===== src/hdl/embc_pkg.sv =====
// Package for the external memory bus controller: register map,
// field positions, configuration encodings and the carrier structs.
// Assumes one 100 MHz clock; one clock stands for one bus cycle.
package embc_pkg;
  // Register indices on the plain register port
  localparam logic [3:0] OFS_MEM_CTRL = 4'h0;
  localparam logic [3:0] OFS_PULLUP = 4'h1;
  localparam logic [3:0] OFS_STATUS = 4'h2;
  // Bus control register fields
  localparam int BIT_BUS_DIS = 7;
  localparam int BIT_WAIT_HI = 5;
  localparam int BIT_WAIT_LO = 4;
  localparam int BIT_WM_HI = 1;
  localparam int BIT_WM_LO = 0;
  // Pull-up enables in the port data register
  localparam int BIT_PU_LOW = 7;
  localparam int BIT_PU_HIGH = 6;
  localparam int BIT_PU_CTL = 5;
  // Reset values
  localparam logic [7:0] RST_MEM_CTRL = 8'h00;
  localparam logic [7:0] RST_PULLUP = 8'h00;
  // Implemented bits of the bus control register
  localparam logic [7:0] MASK_MEM_CTRL = 8'hB3;
  // Memory mode / address width encodings
  localparam logic [1:0] MODE_A20 = 2'h0;
  localparam logic [1:0] MODE_A16 = 2'h1;
  localparam logic [1:0] MODE_A12 = 2'h2;
  localparam logic [1:0] MODE_ONCHIP = 2'h3;
  // Wide write styles
  localparam logic [1:0] WM_BYTE_WRITE = 2'h0;
  localparam logic [1:0] WM_BYTE_SEL = 2'h1;
  // Wait codes: most delay at code zero
  localparam logic [1:0] WAIT_MAX = 2'h3;
  // One instruction cycle per clock
  localparam int TCY_NS = 10;
  localparam int CLK_NS = 10;
  localparam int TCY_CLKS = TCY_NS / CLK_NS;
  // Default on-chip program memory size in bytes
  localparam logic [20:0] ONCHIP_BYTES = 21'h020000;
  // Table operation request from the CPU side
  typedef struct packed {
    logic write;
    logic [20:0] addr;
    logic [7:0] data;
  } embc_req_t;
  // Bus control pins, active-low ones named so
  typedef struct packed {
    logic ale;
    logic oe_n;
    logic wrl_n;
    logic wrh_n;
    logic ba0;
    logic ce_n;
    logic lb_n;
    logic ub_n;
  } embc_ctl_t;
  localparam embc_ctl_t CTL_IDLE = '{1'b0, 1'b1, 1'b1, 1'b1, 1'b0, 1'b1,
                                     1'b1, 1'b1};
  // Nonvolatile configuration straps
  typedef struct packed {
    logic wait_en;
    logic shift;
    logic data16;
    logic [1:0] mode;
  } embc_cfg_t;
endpackage


===== src/hdl/embc_ctrl.sv =====
// External memory bus controller: configuration, wait states, write
// styles, pin ownership and pull-up enables for a multiplexed bus.
// Assumes straps are stable from reset and a CPU table unit that
// holds one request until done.
`timescale 1ns/100ps
module embc_ctrl #(
  parameter logic [20:0] ONCHIP_SIZE = embc_pkg::ONCHIP_BYTES
) (
  // Clock and reset
  input wire logic clk_sys,
  input wire logic nrst,
  // Register port
  input wire logic [3:0] reg_addr,
  input wire logic [7:0] reg_wdata,
  input wire logic reg_wr,
  input wire logic reg_rd,
  output logic [7:0] reg_rdata,
  // Nonvolatile configuration straps
  input wire embc_pkg::embc_cfg_t cfg_straps,
  // Table unit request and answer
  input wire logic req_valid,
  input wire embc_pkg::embc_req_t req,
  output logic rsp_done,
  output logic rsp_err,
  output logic [7:0] rsp_data,
  // Multiplexed address/data lines
  input wire logic [15:0] ad_i,
  output logic [15:0] ad_o,
  output logic [15:0] ad_oe,
  // Top address lines
  output logic [3:0] top_addr_o,
  output logic [3:0] top_addr_oe,
  // Control lines and their ownership
  output embc_pkg::embc_ctl_t ctl_o,
  output logic ctl_own,
  // Weak pull-up enables per port
  output logic pu_low,
  output logic pu_high,
  output logic pu_ctl
);

  // Sequencer states
  typedef enum logic [1:0] {ST_IDLE, ST_ADDR, ST_DATA} embc_state_t;

  // Lines in use for a given mode
  function automatic logic [4:0] addr_lines(input logic [1:0] mode);
    case (mode)
      embc_pkg::MODE_A20: addr_lines = 5'h14;
      embc_pkg::MODE_A16: addr_lines = 5'h10;
      embc_pkg::MODE_A12: addr_lines = 5'h0C;
      default: addr_lines = 5'h00;
    endcase
  endfunction

  // Wait cycles for a code and strap
  function automatic logic [1:0] wait_of(input logic en,
                                         input logic [1:0] code);
    wait_of = en ? embc_pkg::WAIT_MAX - code : 2'h0;
  endfunction

  // Straps, caught once after reset release
  embc_pkg::embc_cfg_t cfg_q;
  logic cfg_ok_q;
  // Software registers
  logic [7:0] memctl_q;
  logic [7:0] pullup_q;
  // Sequencer and captured request
  embc_state_t state_q, state_d;
  embc_pkg::embc_req_t req_q;
  logic [1:0] cnt_q, cnt_d;
  logic [7:0] hold_q;
  // Pin synchroniser stages and filtered value
  logic [15:0] ad_s1_q, ad_s2_q, ad_s3_q, ad_f_q;
  // Agreed pin value, one net per bit from the filter loop
  wire logic [15:0] ad_f_d;
  // Pin registers
  logic [15:0] ad_o_q, ad_o_d, ad_oe_q, ad_oe_d;
  logic [3:0] top_o_q, top_o_d, top_oe_q, top_oe_d;
  embc_pkg::embc_ctl_t ctl_q, ctl_d;
  logic own_q, own_d;
  // Answer registers
  logic done_q, err_q;
  logic [7:0] rdata_q, rsp_q;
  // Helper length counter for checks
  logic [2:0] plen_q;

  // Decoded configuration
  wire logic bus_on = cfg_q.mode != embc_pkg::MODE_ONCHIP;
  wire logic bus_dis = memctl_q[embc_pkg::BIT_BUS_DIS];
  wire logic [1:0] wait_code = memctl_q[embc_pkg::BIT_WAIT_HI:
                                        embc_pkg::BIT_WAIT_LO];
  wire logic [1:0] wm = memctl_q[embc_pkg::BIT_WM_HI:embc_pkg::BIT_WM_LO];
  wire logic [1:0] delay = wait_of(cfg_q.wait_en, wait_code);
  wire logic [4:0] nlines = addr_lines(cfg_q.mode);
  wire logic word_wr = wm[1];
  wire logic a20 = cfg_q.mode == embc_pkg::MODE_A20;
  // Register decode
  wire logic hit_ctl = reg_addr == embc_pkg::OFS_MEM_CTRL;
  wire logic hit_pu = reg_addr == embc_pkg::OFS_PULLUP;
  wire logic hit_st = reg_addr == embc_pkg::OFS_STATUS;
  wire logic [7:0] status = {3'h0, state_q != ST_IDLE, cfg_q.wait_en,
                             cfg_q.shift, cfg_q.data16, bus_on};
  wire logic [7:0] rd_mux = hit_ctl ? memctl_q :
                            hit_pu ? pullup_q :
                            hit_st ? status : 8'h00;

  // Address shift; default passes the program address untouched
  // Address phase is set up while idle, before the capture lands
  wire embc_pkg::embc_req_t cur = (state_q == ST_IDLE) ? req : req_q;
  wire logic [20:0] eff = cfg_q.shift ? cur.addr - ONCHIP_SIZE
                                      : cur.addr;
  wire logic lsb = eff[0];
  // Word address on 16-bit data, byte address on 8-bit
  wire logic [19:0] baddr = cfg_q.data16 ? eff[20:1] : eff[19:0];
  // Byte-address line only in 20-bit, with 8-bit data or byte select
  wire logic ba_use = a20 && (!cfg_q.data16 ||
                              wm == embc_pkg::WM_BYTE_SEL);
  // Data phase classes
  wire logic wr16 = req_q.write && cfg_q.data16;
  wire logic even_word = wr16 && word_wr && !lsb;
  wire logic [15:0] wdata = !cfg_q.data16 ? {baddr[15:8], req_q.data} :
                            (word_wr ? {req_q.data, hold_q}
                                     : {req_q.data, req_q.data});
  // Lines that carry data in the data phase
  wire logic [15:0] mux_mask = cfg_q.data16 ? 16'hFFFF : 16'h00FF;
  // Lines inside the address width; 12-bit keeps only the low twelve
  wire logic [15:0] width_mask = (nlines < 5'h10) ? 16'h0FFF
                                                  : 16'hFFFF;

  // Sequencer next state and wait count
  always_comb begin
    state_d = state_q;
    cnt_d = cnt_q;
    case (state_q)
      ST_IDLE: begin
        // Accept only once straps are known and bus exists
        if (req_valid && cfg_ok_q && bus_on) begin
          state_d = ST_ADDR;
        end
      end
      ST_ADDR: begin
        // Waits extend the data phase after its own cycle
        state_d = ST_DATA;
        cnt_d = delay;
      end
      ST_DATA: begin
        if (cnt_q == 2'h0) begin
          state_d = ST_IDLE;
        end else begin
          cnt_d = cnt_q - 2'h1;
        end
      end
      default: state_d = ST_IDLE;
    endcase
  end

  wire logic active_d = state_d != ST_IDLE;
  wire logic data_d = state_d == ST_DATA;

  // Pin values for the coming cycle
  always_comb begin
    ad_o_d = 16'h0000;
    ad_oe_d = 16'h0000;
    top_o_d = 4'h0;
    top_oe_d = 4'h0;
    ctl_d = embc_pkg::CTL_IDLE;
    // Ownership ends with the access when bus disable is set
    own_d = bus_on && (!bus_dis || active_d);
    if (active_d) begin
      ctl_d.ce_n = 1'b0;
      ctl_d.ba0 = ba_use & lsb;
      top_o_d = baddr[19:16];
      // Lines above the width stay with the port
      top_oe_d = a20 ? 4'hF : 4'h0;
      if (!data_d) begin
        ctl_d.ale = 1'b1;
        ad_o_d = baddr[15:0];
        ad_oe_d = 16'hFFFF;
      end else if (!req_q.write) begin
        // Read: float multiplexed lines, keep address-only ones
        ctl_d.oe_n = 1'b0;
        ctl_d.ub_n = !cfg_q.data16;
        ctl_d.lb_n = !cfg_q.data16;
        ad_o_d = baddr[15:0];
        ad_oe_d = ~mux_mask;
      end else if (!cfg_q.data16) begin
        // Narrow write on the low byte
        ctl_d.wrl_n = 1'b0;
        ad_o_d = wdata;
        ad_oe_d = 16'hFFFF;
      end else if (even_word) begin
        // Even word half only loads the holding latch
        ad_oe_d = 16'h0000;
      end else begin
        ad_o_d = wdata;
        ad_oe_d = 16'hFFFF;
        ctl_d.wrh_n = 1'b0;
        if (word_wr) begin
          ctl_d.ub_n = 1'b0;
          ctl_d.lb_n = 1'b0;
        end else if (wm == embc_pkg::WM_BYTE_SEL) begin
          ctl_d.ub_n = !lsb;
          ctl_d.lb_n = lsb;
        end else begin
          ctl_d.wrh_n = !lsb;
          ctl_d.wrl_n = lsb;
        end
      end
      // 12-bit width leaves upper lines to I/O, data or not
      ad_oe_d = ad_oe_d & width_mask;
    end
  end

  // Each pin passes three flops; a change counts when two agree
  genvar gi;
  generate
    for (gi = 0; gi < 16; gi++) begin : g_filt
      assign ad_f_d[gi] = (ad_s2_q[gi] == ad_s3_q[gi]) ? ad_s3_q[gi]
                                                       : ad_f_q[gi];
    end
  endgenerate

  // Strap capture after reset release; never written again
  always_ff @(posedge clk_sys or negedge nrst) begin
    if (!nrst) begin
      cfg_q <= '0;
      cfg_ok_q <= 1'b0;
    end else if (!cfg_ok_q) begin
      cfg_q <= cfg_straps;
      cfg_ok_q <= 1'b1;
    end
  end

  // Software registers; control locked in on-chip mode
  always_ff @(posedge clk_sys or negedge nrst) begin
    if (!nrst) begin
      memctl_q <= embc_pkg::RST_MEM_CTRL;
      pullup_q <= embc_pkg::RST_PULLUP;
    end else begin
      if (reg_wr && hit_ctl && bus_on && cfg_ok_q) begin
        memctl_q <= reg_wdata & embc_pkg::MASK_MEM_CTRL;
      end
      if (reg_wr && hit_pu) begin
        pullup_q <= reg_wdata;
      end
    end
  end

  // Read data stands one cycle after the strobe only
  always_ff @(posedge clk_sys or negedge nrst) begin
    if (!nrst) begin
      rdata_q <= 8'h00;
    end else begin
      rdata_q <= reg_rd ? rd_mux : 8'h00;
    end
  end

  // Sequencer, request capture and holding latch
  always_ff @(posedge clk_sys or negedge nrst) begin
    if (!nrst) begin
      state_q <= ST_IDLE;
      cnt_q <= 2'h0;
      req_q <= '0;
      hold_q <= 8'h00;
    end else begin
      state_q <= state_d;
      cnt_q <= cnt_d;
      if (state_q == ST_IDLE && state_d == ST_ADDR) begin
        req_q <= req;
      end
      if (state_q == ST_ADDR && even_word) begin
        hold_q <= req_q.data;
      end
    end
  end

  // Answer: done pulse, error for requests with no bus
  always_ff @(posedge clk_sys or negedge nrst) begin
    if (!nrst) begin
      done_q <= 1'b0;
      err_q <= 1'b0;
      rsp_q <= 8'h00;
    end else begin
      done_q <= (state_q == ST_DATA && state_d == ST_IDLE) ||
                (req_valid && cfg_ok_q && !bus_on && !done_q);
      err_q <= req_valid && cfg_ok_q && !bus_on && !done_q;
      if (state_q == ST_DATA && state_d == ST_IDLE && !req_q.write) begin
        // Agreed value saves a cycle; needs the full three waits
        rsp_q <= (cfg_q.data16 && lsb) ? ad_f_d[15:8] : ad_f_d[7:0];
      end
    end
  end

  // Pin synchroniser and pin registers
  always_ff @(posedge clk_sys or negedge nrst) begin
    if (!nrst) begin
      ad_s1_q <= 16'h0000;
      ad_s2_q <= 16'h0000;
      ad_s3_q <= 16'h0000;
      ad_f_q <= 16'h0000;
      ad_o_q <= 16'h0000;
      ad_oe_q <= 16'h0000;
      top_o_q <= 4'h0;
      top_oe_q <= 4'h0;
      ctl_q <= embc_pkg::CTL_IDLE;
      own_q <= 1'b0;
    end else begin
      ad_s1_q <= ad_i;
      ad_s2_q <= ad_s1_q;
      ad_s3_q <= ad_s2_q;
      ad_f_q <= ad_f_d;
      ad_o_q <= ad_o_d;
      ad_oe_q <= ad_oe_d;
      top_o_q <= top_o_d;
      top_oe_q <= top_oe_d;
      ctl_q <= ctl_d;
      own_q <= own_d;
    end
  end

  // Data phase length, for checks only
  always_ff @(posedge clk_sys or negedge nrst) begin
    if (!nrst) begin
      plen_q <= 3'h0;
    end else begin
      plen_q <= (state_q == ST_DATA) ? plen_q + 3'h1 : 3'h0;
    end
  end

  // Outputs straight from flops; top lines have no pull-up
  assign reg_rdata = rdata_q;
  assign rsp_done = done_q;
  assign rsp_err = err_q;
  assign rsp_data = rsp_q;
  assign ad_o = ad_o_q;
  assign ad_oe = ad_oe_q;
  assign top_addr_o = top_o_q;
  assign top_addr_oe = top_oe_q;
  assign ctl_o = ctl_q;
  assign ctl_own = own_q;
  assign pu_low = pullup_q[embc_pkg::BIT_PU_LOW];
  assign pu_high = pullup_q[embc_pkg::BIT_PU_HIGH];
  assign pu_ctl = pullup_q[embc_pkg::BIT_PU_CTL];

  // Data phase lasts one cycle plus the decoded wait
  a_wait_length: assert property (
    @(posedge clk_sys) disable iff (!nrst)
    (state_q == ST_DATA && state_d == ST_IDLE) |->
      plen_q == {1'b0, wait_of(cfg_q.wait_en, wait_code)})
    else $error("data phase length differs from wait code");

  // No strap, no waits
  a_no_wait: assert property (
    @(posedge clk_sys) disable iff (!nrst)
    (!cfg_q.wait_en && state_q == ST_ADDR) |=> ##1 state_q == ST_IDLE)
    else $error("wait inserted while waits disabled");

  // Even word half strobes nothing and floats the multiplexed lines
  a_word_even: assert property (
    @(posedge clk_sys) disable iff (!nrst)
    (state_q == ST_DATA && even_word) |->
      (ctl_o.wrh_n && ctl_o.wrl_n && ad_oe == 16'h0000))
    else $error("even word write strobed or drove bus");

  // Odd word half writes new byte high and held byte low
  a_word_odd: assert property (
    @(posedge clk_sys) disable iff (!nrst)
    (state_q == ST_DATA && wr16 && word_wr && lsb) |->
      (!ctl_o.wrh_n && ad_o == {req_q.data, hold_q}))
    else $error("word write output wrong");

  // Byte select: copies and one enable
  a_byte_sel: assert property (
    @(posedge clk_sys) disable iff (!nrst)
    (state_q == ST_DATA && wr16 && wm == embc_pkg::WM_BYTE_SEL) |->
      (ad_o[15:8] == ad_o[7:0] && !ctl_o.wrh_n &&
       ctl_o.ub_n == !lsb && ctl_o.lb_n == lsb))
    else $error("byte select write wrong");

  // Byte write: exactly one strobe by the LSB
  a_byte_write: assert property (
    @(posedge clk_sys) disable iff (!nrst)
    (state_q == ST_DATA && wr16 && wm == embc_pkg::WM_BYTE_WRITE) |->
      (ctl_o.wrh_n == !lsb && ctl_o.wrl_n == lsb))
    else $error("byte write strobe wrong");

  // Idle bus shows inactive controls, floats data
  a_idle_ctl: assert property (
    @(posedge clk_sys) disable iff (!nrst)
    (state_q == ST_IDLE) |->
      (ctl_o == embc_pkg::CTL_IDLE && ad_oe == 16'h0000))
    else $error("idle bus not parked");

  // Top lines free outside 20-bit mode
  a_top_free: assert property (
    @(posedge clk_sys) disable iff (!nrst)
    (cfg_q.mode != embc_pkg::MODE_A20) |-> top_addr_oe == 4'h0)
    else $error("top address lines driven");

  // Straps never change once caught
  a_cfg_fixed: assert property (
    @(posedge clk_sys) disable iff (!nrst)
    cfg_ok_q |=> $stable(cfg_q))
    else $error("configuration changed at run time");

  // Pull-up enables follow the port write
  a_pullup_wr: assert property (
    @(posedge clk_sys) disable iff (!nrst)
    (reg_wr && hit_pu) |=>
      {pu_low, pu_high, pu_ctl} == $past(reg_wdata[7:5]))
    else $error("pull-up enables not updated");

endmodule


===== config.mk =====
export PLATFORM = sky130hd
export DESIGN_NAME = embc_ctrl
export DESIGN_NICKNAME = d
export VERILOG_FILES = /design/src/hdl/embc_pkg.sv /design/src/hdl/embc_ctrl.sv
export SDC_FILE = /design/constraint.sdc
export NUM_CORES = 1
export LEC_CHECK = 0
export BUFFER_PORTS_ARGS = -buffer_cell sky130_fd_sc_hd__buf_2
export CAP_MARGIN = 15
export CORE_ASPECT_RATIO = 1.4
export CORE_MARGIN = 2
export CORE_UTILIZATION = 50
export CTS_BUF_LIST = sky130_fd_sc_hd__clkbuf_16
export DETAILED_ROUTE_END_ITERATION = 16
export PLACE_DENSITY_LB_ADDON = 0.15
export SKIP_LAST_GASP = 1
export SLEW_MARGIN = 20
export SYNTH_ARGS = -nofsm -noshare
export SYNTH_HDL_FRONTEND = slang
export SYNTH_SLANG_ARGS = --single-unit

===== constraint.sdc =====
create_clock -name clk_sys -period 4 [get_ports clk_sys]
set_clock_uncertainty 0.2 [all_clocks]
set_input_delay 0.6 -clock clk_sys [delete_from_list [all_inputs] [get_ports clk_sys]]
set_output_delay 0.6 -clock clk_sys [all_outputs]
set_load 0.03 [all_outputs]

### Yosys cells after proc, flatten, opt, wreduce, memory -nomap -nowiden

Index checks and enable logic that the tools add are counted.

* register bits after elaboration: 192
* bits of input ports: 68

* add/sub/neg operators: 3
* $lt $le $gt $ge: 1
* eq/ne operators: 27
* mux-type cells: 65
* bitwise logic cells: 3
* reduce and logical (&&, ||, !) cells: 36

Operators by type and width (count)
* two-way mux 16 bit: 14
* two-way mux 8 bit: 6
* two-way mux 29 bit: 1
* two-way mux 2 bit: 14
* two-way mux 21 bit: 1
* subtractor 21 x 18 -> 21 bit, second input constant: 1
* two-way mux 1 bit: 20
* two-way mux 20 bit: 1
* logical AND 1 bit: 18
* bitwise AND 16 bit: 1
* equality test 1 bit: 16
* inverter 16 bit: 1
* case mux 5 bit (3 select lines): 1
* two-way mux 4 bit: 3
* equality test 2 x 1 -> 1 bit, second input constant: 4
* logical NOT 2 bit: 4
* equality test 2 bit, second input constant: 3
* logical NOT 1 bit: 6
* case mux 2 bit (3 select lines): 1
* nonzero test 2 bit: 3
* less-than comparator 5 bit, second input constant: 1
* two-way mux 5 bit: 1
* equality test 4 x 1 -> 1 bit, second input constant: 1
* equality test 4 x 2 -> 1 bit, second input constant: 1
* other kinds (9): 12

### Depth between registers and ports, before layout

Gate-level depths: netlist of run 1.

* depth in word-level cells: 13
* mapped depth: 9

### Worst setup path before layout of run 1

Ideal clock, no wire load.

* path kind: register -> register
* start: reg state_q[1]
* end: reg top_o_q[2], in the netlist top_addr_o[2]
* arrival: 1725 ps
* slack: 1951 ps
* stages on the path, launching flop included: 10
* cell sequence: dfrtp_1 -> buf_4 -> nor2_8 -> buf_2 -> mux2i_1 -> ha_1 -> nand2_1 -> xor2_1 -> mux2i_1 -> nor2_1

* cells in the longest elaborated chain, start to end: 6
* elaborated cells between the ends (all ways): 12
* those cells by class: 1 x add/sub; 2 x eq/ne; 7 x mux; 2 x reduce/logical

Ends and longest elaborated chain
* start: declaration: line embc_ctrl.sv:68 `embc_state_t state_q, state_d;`
* start signal: assignment: line embc_ctrl.sv:266 `state_q <= state_d;`
* logical NOT 2 bit: line embc_ctrl.sv:109, embc_ctrl.sv:134
* two-way mux 29 bit: line embc_ctrl.sv:109 `wire embc_pkg::embc_req_t cur = (state_q == ST_IDLE) ? req : req_q;`
* subtractor 21 x 18 -> 21 bit: line embc_ctrl.sv:110 `wire logic [20:0] eff = cfg_q.shift ? cur.addr - ONCHIP_SIZE`
* two-way mux 21 bit: line embc_ctrl.sv:110
* two-way mux 20 bit: line embc_ctrl.sv:114 `wire logic [19:0] baddr = cfg_q.data16 ? eff[20:1] : eff[19:0];`
* two-way mux 4 bit *: line embc_ctrl.sv:169 `if (active_d) begin`
* via top_o_d[2]: line embc_ctrl.sv:78 `logic [3:0] top_o_q, top_o_d, top_oe_q, top_oe_d;`
* end signal: assignment: line embc_ctrl.sv:314 `top_o_q <= top_o_d;`
* end: declaration: line embc_ctrl.sv:78

The timed path passes the listed nets; every way through them passes the cells marked *.
A chain may end at the register's enable or synchronous reset.

==> results_dict.tcl, run 1 <==
set metrics [dict create \
    period_needed_ps 2918 \
    routabilityCongestion 0.8588 \
    worst_pin_slew_ps 905.0 \
    start_kind "flop" \
    drt_wl_total_um 14910 \
    yosys_warnings 0 \
    powerDensity_mw_per_mm2 729.8 \
    tritoncts "done" \
    hp-class "primary input to flop" \
    ios 138 \
    track_usage_pct 21.09 \
    critPathKind "flop to flop" \
    drtAntennaViolNets 0 \
    wl_per_cell_um 17.04 \
    max_freq_mhz 342.8 \
    drc 0 \
    final_cell_mix "dfrtp_1 (169), buf_2 (136), nand2_1 (114), mux2_2 (36), nor2_1 (33)" \
    grt_max_degree 75 \
    hold-path-cell-count 1 \
    row_count 50 \
    final_hold_viol_count 0 \
    syn2layout_area_growth_pct 19.24 \
    synth_seq_area_share_pct 64.07 \
    fin_area_mm2 0.008164 \
    layout.nets 750 \
    synthFlopType "dfrtp_1" \
    path_clk_slew_ps 70 \
    drive_above_1_share_pct 33.33 \
    ys_types 54 \
    n_antenna_cell 0 \
    gr-total-overflow 0 \
    slew_headroom_pct 39.57 \
    post_cts_buffers 0 \
    dr.pass1.iters 4 \
    cts_buffer_depth 2 \
    grt_pass1_wl_um 23140 \
    timing.final.crit_share_pct 72.94 \
    timing.hold.ws_ps 75.05 \
    cp-end-kind "flop" \
    final_common_cell "dfrtp_1" \
    vias 4492 \
    critPathMaxStageDelay_ps 640 \
    htreeDepth 4 \
    initial_utilization_pct 51.14 \
    grt_setup_unrepaired "false" \
    via_per_inst 5.134 \
    dr.first_iter.drc_count 187 \
    hpwl_um 10580 \
    clockRootBuffer "clkbuf_16" \
    synth-edff-count 0 \
    antenna_found_initial 0 \
    postSynthAreaPerCell_um2 12.25 \
    dpl_cell_area_mm2 0.007592 \
    cap_violations 0 \
    cp_max_fo 36 \
    fp.dieW_um 102.9 \
    final_max_slew_viol_count 0 \
    arrival_ps 3090 \
    cts_made_buffers 17 \
    portBuffers 137 \
    fin_setup_tns_ps 0 \
    syn_nets 629 \
    grt_pass1_vias 4546 \
    worst_skew_pair.late_latency_ps 430 \
    dieArea_mm2 0.01466 \
    crit_chain "nor2_8 -> nand4_2 -> inv_2 -> nor2_4 -> nor3_2 -> and3_1" \
    synthArstFlopShare_pct 100.0 \
    reg2regPathDepth 6 \
    critPathRequiredTime_ps 4170 \
    p_leak_nw 4.077 \
    clock_sinks 175 \
    dieHeight_um 142.5 \
    status "complete, no violations" \
    synthCells 559 \
    setup_violations 0 \
    cp_slowest_cell "inv_2" \
    syn_area_mm2 0.006847 \
    ys_ff_latch 175 \
    ir_drop_mv 0.4020 \
    coreArea_mm2 0.01339 \
]
through the flow:
step / instances / util, % / setup slack (ps) / total power, W
global placement: 842 / 56.71 / 1202 / 0.004375
finish: 875 / 60.98 / 1082 / 0.005958
CTS: 875 / 60.98 / 1075 / 0.006010
global route: 875 / 60.98 / 843.4 / 0.006284
detailed placement: 842 / 56.71 / 1100 / 0.004426
floorplan: 559 / - / 1951 / 0.003884
report_power, final:
part	internal, W	switching [W]	leakage [nW]
combinational	0.000647	0.00122	1.66
sequential	0.00221	0.000312	2.14
clock	0.000865	0.000709	0.272
state kept, by name, summed over array words and instances (netlist names), 2 cells and up:
| signal | count |
|---|---|
| ad_f_q | 16 |
| ad_s1_q | 16 |
| pullup_q | 8 |
| top_addr_o | 4 |
| hold_q | 8 |
| state_q | 2 |
| ad_o | 16 |
| memctl_q | 5 |
| req_q | 30 |
| ctl_o | 7 |
| cfg_q | 5 |
| ad_oe | 3 |
| ad_s2_q | 16 |
| ad_s3_q | 16 |
| rsp_data | 8 |
| cnt_q | 2 |
| reg_rdata | 8 |
kinds of logic after synthesis:
logic type / synth area share (%)
and+or+nand+nor: 11.40
DFF: 64.07
AOI/OAI and AO/OA: 6.488
muxes: 10.87
buffers and inverters: 3.765
adders and majority gates: 2.705
xor gates and xnor gates: 0.6397
other: 0.05477
metal layers:
metal  vias to the layer above  global-route usage (%)  part of all wire [%]
met3                        21                   4.371                   4.4
met4                         0                   8.657                   1.8
met2                       116                   33.29                    52
li1                       2140                       -                     -
met1                      2215                   28.37                    42
met5                         -                       0                     0
cell type report:
type | instances | area (um2)
Clock inverter | 15 | 136.4
Clock buffer | 17 | 425.4
Inverter | 7 | 26.28
Sequential cell | 175 | 4387
Multi-Input combinational cell | 337 | 2217
Timing Repair Buffer | 142 | 744.5
Tap cell | 182 | 227.7
Fill cell | 1157 | 5224
final timing paths:
check | from | to | slack [ps]
min reg2reg | ad_s1_q[8] | ad_s2_q[8] | 150
min | ad_i[4] | ad_s1_q[4] | 80
min in group asynchronous | nrst | ad_f_q[15] | 530
max in group asynchronous | nrst | ad_s1_q[1] | 2160
max reg2reg | state_q[0] | ctl_o[3] | 1080
max | state_q[0] | ctl_o[3] | 1080
synth_stat cells, types with 2 or more instances:
library cell | number | share of area [%]
dfrtp_1 | 169 | 62
nand2_1 | 114 | 6.2
mux2_2 | 36 | 5.9
nor2_1 | 33 | 1.8
mux2i_1 | 28 | 4.1
a21oi_1 | 19 | 1.4
buf_4 | 19 | 2.1
maj3_1 | 16 | 2.3
o21ai_0 | 11 | 0.80
o22ai_1 | 10 | 0.91
clkbuf_1 | 9 | 0.49
buf_2 | 8 | 0.58
nand3_1 | 7 | 0.51
nor3_1 | 7 | 0.51
a221oi_1 | 6 | 0.77
dfstp_2 | 6 | 2.3
buf_1 | 4 | 0.22
inv_1 | 4 | 0.22
o211ai_1 | 4 | 0.44
a211oi_1 | 3 | 0.33
nor2b_1 | 3 | 0.27
xnor2_1 | 3 | 0.38
a22oi_1 | 2 | 0.22
a2bb2oi_1 | 2 | 0.26
ha_1 | 2 | 0.37
inv_2 | 2 | 0.11
mux4_2 | 2 | 0.66
nand2b_1 | 2 | 0.18
nor4b_1 | 2 | 0.26
xor2_1 | 2 | 0.26
repair_timing:
action,in CTS,in global routing
hold buffers,1,0
hold endpoints to repair,21,0
gates resized for setup,0,0
worst max-delay path, delay by kind of cell (launching register included):
kind,cells,cell delay (ps)
AND/OR/NAND/NOR,5,1440
buffers and inverters,1,640
flip-flops,1,570
No activity file was read; power rests on OpenSTA's default activity.
==> run 2: changes to the inputs <==
--- a/config.mk
+++ b/config.mk
@@ -5,6 +5,7 @@
 export SDC_FILE = /design/constraint.sdc
 export NUM_CORES = 1
 export LEC_CHECK = 0
+export ABC_AREA = 1
 export BUFFER_PORTS_ARGS = -buffer_cell sky130_fd_sc_hd__buf_2
 export CAP_MARGIN = 15
 export CORE_ASPECT_RATIO = 1.4
==> constraint.sdc (replaced) <==
create_clock -name clk_sys -period 2.66 [get_ports clk_sys]
set_clock_uncertainty 0.2 [all_clocks]
set_input_delay 0.399 -clock clk_sys [delete_from_list [all_inputs] [get_ports clk_sys]]
set_output_delay 0.399 -clock clk_sys [all_outputs]
set_load 0.03 [all_outputs]
==> run 2 against run 1 <==
  * Sequential cell count stayed put
  * Area after synthesis is 3.7% higher
  * Die area is 3.5% higher
  * Total power is 45% higher
  * Sequential share of layout area is 4.4 points lower
  * Maximum frequency is 31% higher
  * Final area is 8.9% higher
  * Clock power is 62% higher
  * Register-to-register slack worse by 650 ps
  * Worst setup slack worse by 650 ps
  * Combinational power is 37% higher
  * Hold slack worse by 59 ps
==> results_dict.tcl, run 2 <==
set metrics [dict create \
    n_antenna_cell 0 \
    timing.final.crit_share_pct 83.62 \
    ys_top_cells_by_count "dfrtp_1 (169), nand2_1 (164), o21ai_0 (83), inv_1 (60), nand3_1 (35)" \
    antenna_found_initial 0 \
    syn2layout_area_growth_pct 25.30 \
    final_hold_viol_count 0 \
    grt_pass1_vias 5346 \
    syn_area_mm2 0.007097 \
    final_max_slew_viol_count 0 \
    clock_sinks 175 \
    critPathKind "flop to flop" \
    ir_drop_mv 0.4745 \
    final_common_cell "dfrtp_1" \
    setup_violations 0 \
    cts_buffer_depth 2 \
    tritoncts "done" \
    crit_chain "nor2_2 -> buf_12 -> nand2_2 -> o21ai_4 -> nand2_4 -> nand2_1 -> nand2_1 -> nor2_1 -> inv_1" \
    drc 0 \
    cp_top_family "simple AND/OR/NAND/NOR gates" \
    cap_violations 0 \
    track_usage_pct 22.22 \
    synthFlopType "dfrtp_1" \
    layout.nets 943 \
    row_count 51 \
    gr-total-overflow 0 \
    arrival_ps 2340 \
    cts_repair_resize_count 0 \
    cp_slowest_cell "dfrtp_1" \
    path_clk_slew_ps 70 \
    max_freq_mhz 449.6 \
    crit_cells 9 \
    drt_wl_total_um 16120 \
    powerDensity_mw_per_mm2 970.0 \
    synth_top_area_share_pct 59.59 \
    p_leak_nw 4.471 \
    cts_made_buffers 17 \
    synthCells 709 \
    dieHeight_um 145.0 \
    postSynthAreaPerCell_um2 10.01 \
    cp-end-kind "flop" \
    htreeDepth 4 \
    wl_per_cell_um 15.05 \
    fp.dieW_um 104.7 \
    yosysTopAreaCell "dfrtp_1" \
    dr.first_iter.drc_count 301 \
    hp-class "primary input to flop" \
    holdBufCountCts 44 \
    coreArea_mm2 0.01391 \
    final_cell_mix "dfrtp_1 (169), nand2_1 (164), buf_2 (136), o21ai_0 (83), inv_1 (60)" \
    hold-path-cell-count 3 \
    worst_slack_ps 435.8 \
    synthArstFlopShare_pct 100.0 \
    dr.pass1.iters 5 \
    vias 5481 \
    synth_area_leaders "dfrtp_1 (60%), nand2_1 (8.7%), o21ai_0 (5.9%)" \
    place_ws_ps 449.4 \
    ios 138 \
    fin_setup_tns_ps 0 \
    portBuffers 137 \
    syn_nets 779 \
    reg2regPathDepth 9 \
    synth_seq_area_share_pct 61.81 \
    drive_above_1_share_pct 24.27 \
    synth-edff-count 0 \
    initial_utilization_pct 51.02 \
    via_per_inst 5.118 \
    critPathRequiredTime_ps 2770 \
    synth_most_common_cell "dfrtp_1" \
    clockRootBuffer "clkbuf_16" \
    start_kind "flop" \
    worstPathBufferInverterCount 2 \
    largest_reg_flops 30 \
    worst_skew_pair.late_latency_ps 430 \
    grt_setup_unrepaired "false" \
    regMostFlops "req_q" \
    routabilityCongestion 0.8412 \
    grt_pass1_wl_um 26390 \
    hpwl_um 11100 \
    crit_top_cell "nand2_1" \
    dieArea_mm2 0.01518 \
    cp_max_fo 40 \
    grt_max_degree 56 \
    drtAntennaViolNets 0 \
    critPathMaxStageDelay_ps 500 \
    ys_types 38 \
    yosys_warnings 0 \
    post_cts_buffers 0 \
    status "complete, no violations" \
    period_needed_ps 2224 \
    ys_ff_latch 175 \
]
run 2: cell count changes after synthesis, moves of 17 or more:
cell and change:
inv_1 +56, mux2_2 -33, mux2i_1 -28, nand2_1 +50, nand3_1 +28, o211ai_1 +17
o21ai_0 +72
run 2: power by group:
| part | leakage (nW) | switching, W | internal, W |
|---|---|---|---|
| clock | 0.294 | 0.00106 | 0.00149 |
| combinational | 2.01 | 0.00179 | 0.000767 |
| sequential | 2.17 | 0.000306 | 0.00322 |
| total | 4.47 | 0.00315 | 0.00547 |
run 2: layout make-up:
| cell class | instances | area, um2 |
|---|---|---|
| Fill cell | 1176 | 5019 |
| Sequential cell | 175 | 4387 |
| Multi-Input combinational cell | 424 | 2180 |
| Timing Repair Buffer | 190 | 1237 |
| Clock buffer | 17 | 425.4 |
| Inverter | 65 | 249.0 |
| Tap cell | 185 | 231.5 |
| Clock inverter | 15 | 182.7 |
run 2: layer usage:
layer  track usage (%)  vias up  wire, um
met4             9.400        0       397
met2             37.35      170      8132
met3             4.178       33       674
met5                 0        -         0
li1                  -     2638         -
met1             28.17     2640      6915
run 2: cells by family (layout without fill, tap and decap cells):
family	after synthesis	after routing	synth area share [%]
buffers and inverters	110	287	7.475
adder cells (fa/ha/maj)	10	10	1.481
AO/OA/AOI/OAI	166	166	13.40
AND/OR/NAND/NOR	244	244	15.30
other	1	1	0.05284
flip-flops	175	175	61.81
multiplexers	3	3	0.4760
run 2: per-stage QoR:
stage          hold WS, ps  utilization (%)  instances  instance area [um2]  power (W)
2_1_floorplan       -96.59                -        709                 7097   0.005393
3_3_place_gp         134.4            56.39        995                 7844   0.006006
3_5_place_dp         134.7            56.39        995                 7844   0.006075
4_1_cts              1.987            63.92       1071                 8892   0.008685
5_1_grt              22.93            63.92       1071                 8892   0.009128
6_report             16.18            63.92       1071                 8892   0.008626
run 2: tightest hold or removal path, delay by kind of cell:
| family | cells | cell delay (ps) |
|---|---|---|
| buf+inv | 1 | 100 |
| compound gates | 1 | 60 |
| simple gates | 1 | 50 |
run 2: worst paths after layout:
| kind | start | end | slack, ps |
|---|---|---|---|
| setup / recovery | state_q[0] | ad_oe[11] | 440 |
| hold / removal | req[19] | req_q[19] | 20 |
| setup reg to reg | state_q[0] | ad_oe[11] | 440 |
| hold reg to reg | ad_s1_q[4] | ad_s2_q[4] | 150 |
| max in group asynchronous | nrst | ctl_o[5] | 1280 |
| min in group asynchronous | nrst | ad_s2_q[5] | 270 |
==> run 3: changes to the inputs <==
==> constraint.sdc (replaced) <==
create_clock -name clk_sys -period 2.2 [get_ports clk_sys]
set_clock_uncertainty 0.2 [all_clocks]
set_input_delay 0.33 -clock clk_sys [delete_from_list [all_inputs] [get_ports clk_sys]]
set_output_delay 0.33 -clock clk_sys [all_outputs]
set_load 0.03 [all_outputs]
==> run 3 against run 2 <==
  * First-iteration DRC count grew 20%
  * Worst setup slack got worse by 240 ps
  * Sequential share of layout area down 0.88 points
  * Combinational power is 23% higher
  * Global-route usage rose by 0.081 points
  * Non-clock buffer count grew 24
==> results_dict.tcl, run 3 (synthesis gave the netlist of run 2 again) <==
set metrics [dict create \
    status "complete, no violations" \
    final_cell_mix "dfrtp_1 (169), nand2_1 (164), buf_2 (136), o21ai_0 (83), inv_1 (65)" \
    syn2layout_area_growth_pct 27.57 \
    final_max_slew_viol_count 0 \
    n_antenna_cell 0 \
    routabilityCongestion 0.8621 \
    final_hold_viol_count 0 \
    cp-end-kind "flop" \
    period_needed_ps 2003 \
    max_freq_mhz 499.2 \
    grt_util_met1_pct 28.23 \
    layout.nets 967 \
    track_usage_pct 22.30 \
    timing.final.crit_share_pct 91.06 \
    drtAntennaViolNets 0 \
    drc 0 \
    cts_buffer_depth 2 \
    final_common_cell "dfrtp_1" \
    critPathKind "flop to flop" \
    powerDensity_mw_per_mm2 1130 \
    antenna_found_initial 0 \
    grt_setup_unrepaired "false" \
    hp-class "primary input to flop" \
    hpwl_um 11280 \
    grt_pass1_vias 5561 \
    drt_wl_total_um 16130 \
    multi_input_area_mm2 0.002180 \
    cts_made_buffers 17 \
    ir_drop_mv 0.5556 \
    coreArea_mm2 0.01391 \
    worst_skew_pair.late_latency_ps 420 \
    drive_above_1_share_pct 23.63 \
    ios 138 \
    start_kind "flop" \
    tritoncts "done" \
    htreeDepth 4 \
    cap_violations 0 \
    p_leak_nw 4.555 \
    grt_pass1_wl_um 26810 \
    arrival_ps 2110 \
    seq_area_mm2 0.004387 \
    dieArea_mm2 0.01518 \
    fin_setup_tns_ps 0 \
    cp_max_fo 22 \
    timing.hold.ws_ps 16.49 \
    clockRootBuffer "clkbuf_16" \
    grt-busiest-layer "met2" \
    via_per_inst 5.057 \
    critPathRequiredTime_ps 2310 \
    dr.pass1.iters 5 \
    met2_usage_pct 37.19 \
    fill_cells 1185 \
    initial_utilization_pct 51.02 \
    dieHeight_um 145.0 \
    clock_sinks 175 \
    grt_max_degree 51 \
    vias 5537 \
    row_count 51 \
    fp.dieW_um 104.7 \
    setup_violations 0 \
    met3_usage_pct 4.088 \
    dr.first_iter.drc_count 362 \
    gr-total-overflow 0 \
    post_cts_buffers 0 \
    path_clk_slew_ps 60 \
    largest_reg_flops 30 \
    wl_per_cell_um 14.73 \
    portBuffers 137 \
    regMostFlops "req_q" \
]
## run 3: changes by cell type in the layout (fill, tap and decap cells not counted), sizes merged
cell,previous run,this run
dlygate4sd3,44,62
buf,146,152
bufinv,3,2
clkinv,7,6
clkinvlp,2,3
inv,68,69
## run 3: metrics by stage
step,instances,total power (W),util (%),setup slack [ps],instance area (um2)
6_report,1095,0.01023,65.08,196.6,9054
4_1_cts,1095,0.01030,65.08,210.7,9054
5_1_grt,1095,0.01082,65.08,46.16,9054
3_3_place_gp,1001,0.007274,56.62,280.9,7876
2_1_floorplan,709,0.006521,-,392.2,7097
3_5_place_dp,1001,0.007357,56.62,235.9,7876
## run 3: final timing paths
| check | start | cells after the start | slack (ps) | to |
|---|---|---|---|---|
| setup / recovery | state_q[0] | 9 | 200 | ad_oe[14] |
| hold / removal | reg_addr[0] | 3 | 20 | reg_rdata[6] |
| setup reg to reg | state_q[0] | 9 | 200 | ad_oe[14] |
| hold reg to reg | ad_s1_q[7] | 0 | 150 | ad_s2_q[7] |
| max in group asynchronous | nrst | 3 | 890 | ctl_o[4] |
| min in group asynchronous | nrst | 2 | 200 | ad_s1_q[8] |
## run 3: layer usage
layer | vias up | share of wire (%)
met5 | - | 0
met4 | 0 | 3.1
met3 | 39 | 4.5
met2 | 183 | 50
met1 | 2638 | 42
li1 | 2677 | -
## run 3: cell type report
type	instances	area share (%)
inverter	65	2.750
clock inverter	15	1.451
multi-input combinational	424	24.07
tap	185	2.557
timing repair buffer	214	16.02
sequential	175	48.45
clock buffer	17	4.699
## run 3: report_power, final
part | total (W) | leakage [nW] | switching (W) | internal, W
clock | 0.00284 | 0.281 | 0.00119 | 0.00164
combinational | 0.00314 | 2.11 | 0.00217 | 0.000964
sequential | 0.00425 | 2.17 | 0.000364 | 0.00389
## run 3: worst max-delay path, cell delays in order, from the launching register on
cell and delay, ps:
dfrtp_1 480, nor2_2 140, buf_4 260, nand2_2 90
o21ai_4 130, nand2_4 180, nand2_1 130, nand2_1 80
nor2_1 130, nor2_1 50
## run 3: timing repair
action	4_1_cts	5_1_grt
endpoints found under the hold margin	112	0
hold buffers	62	0
gates resized for setup	0	0
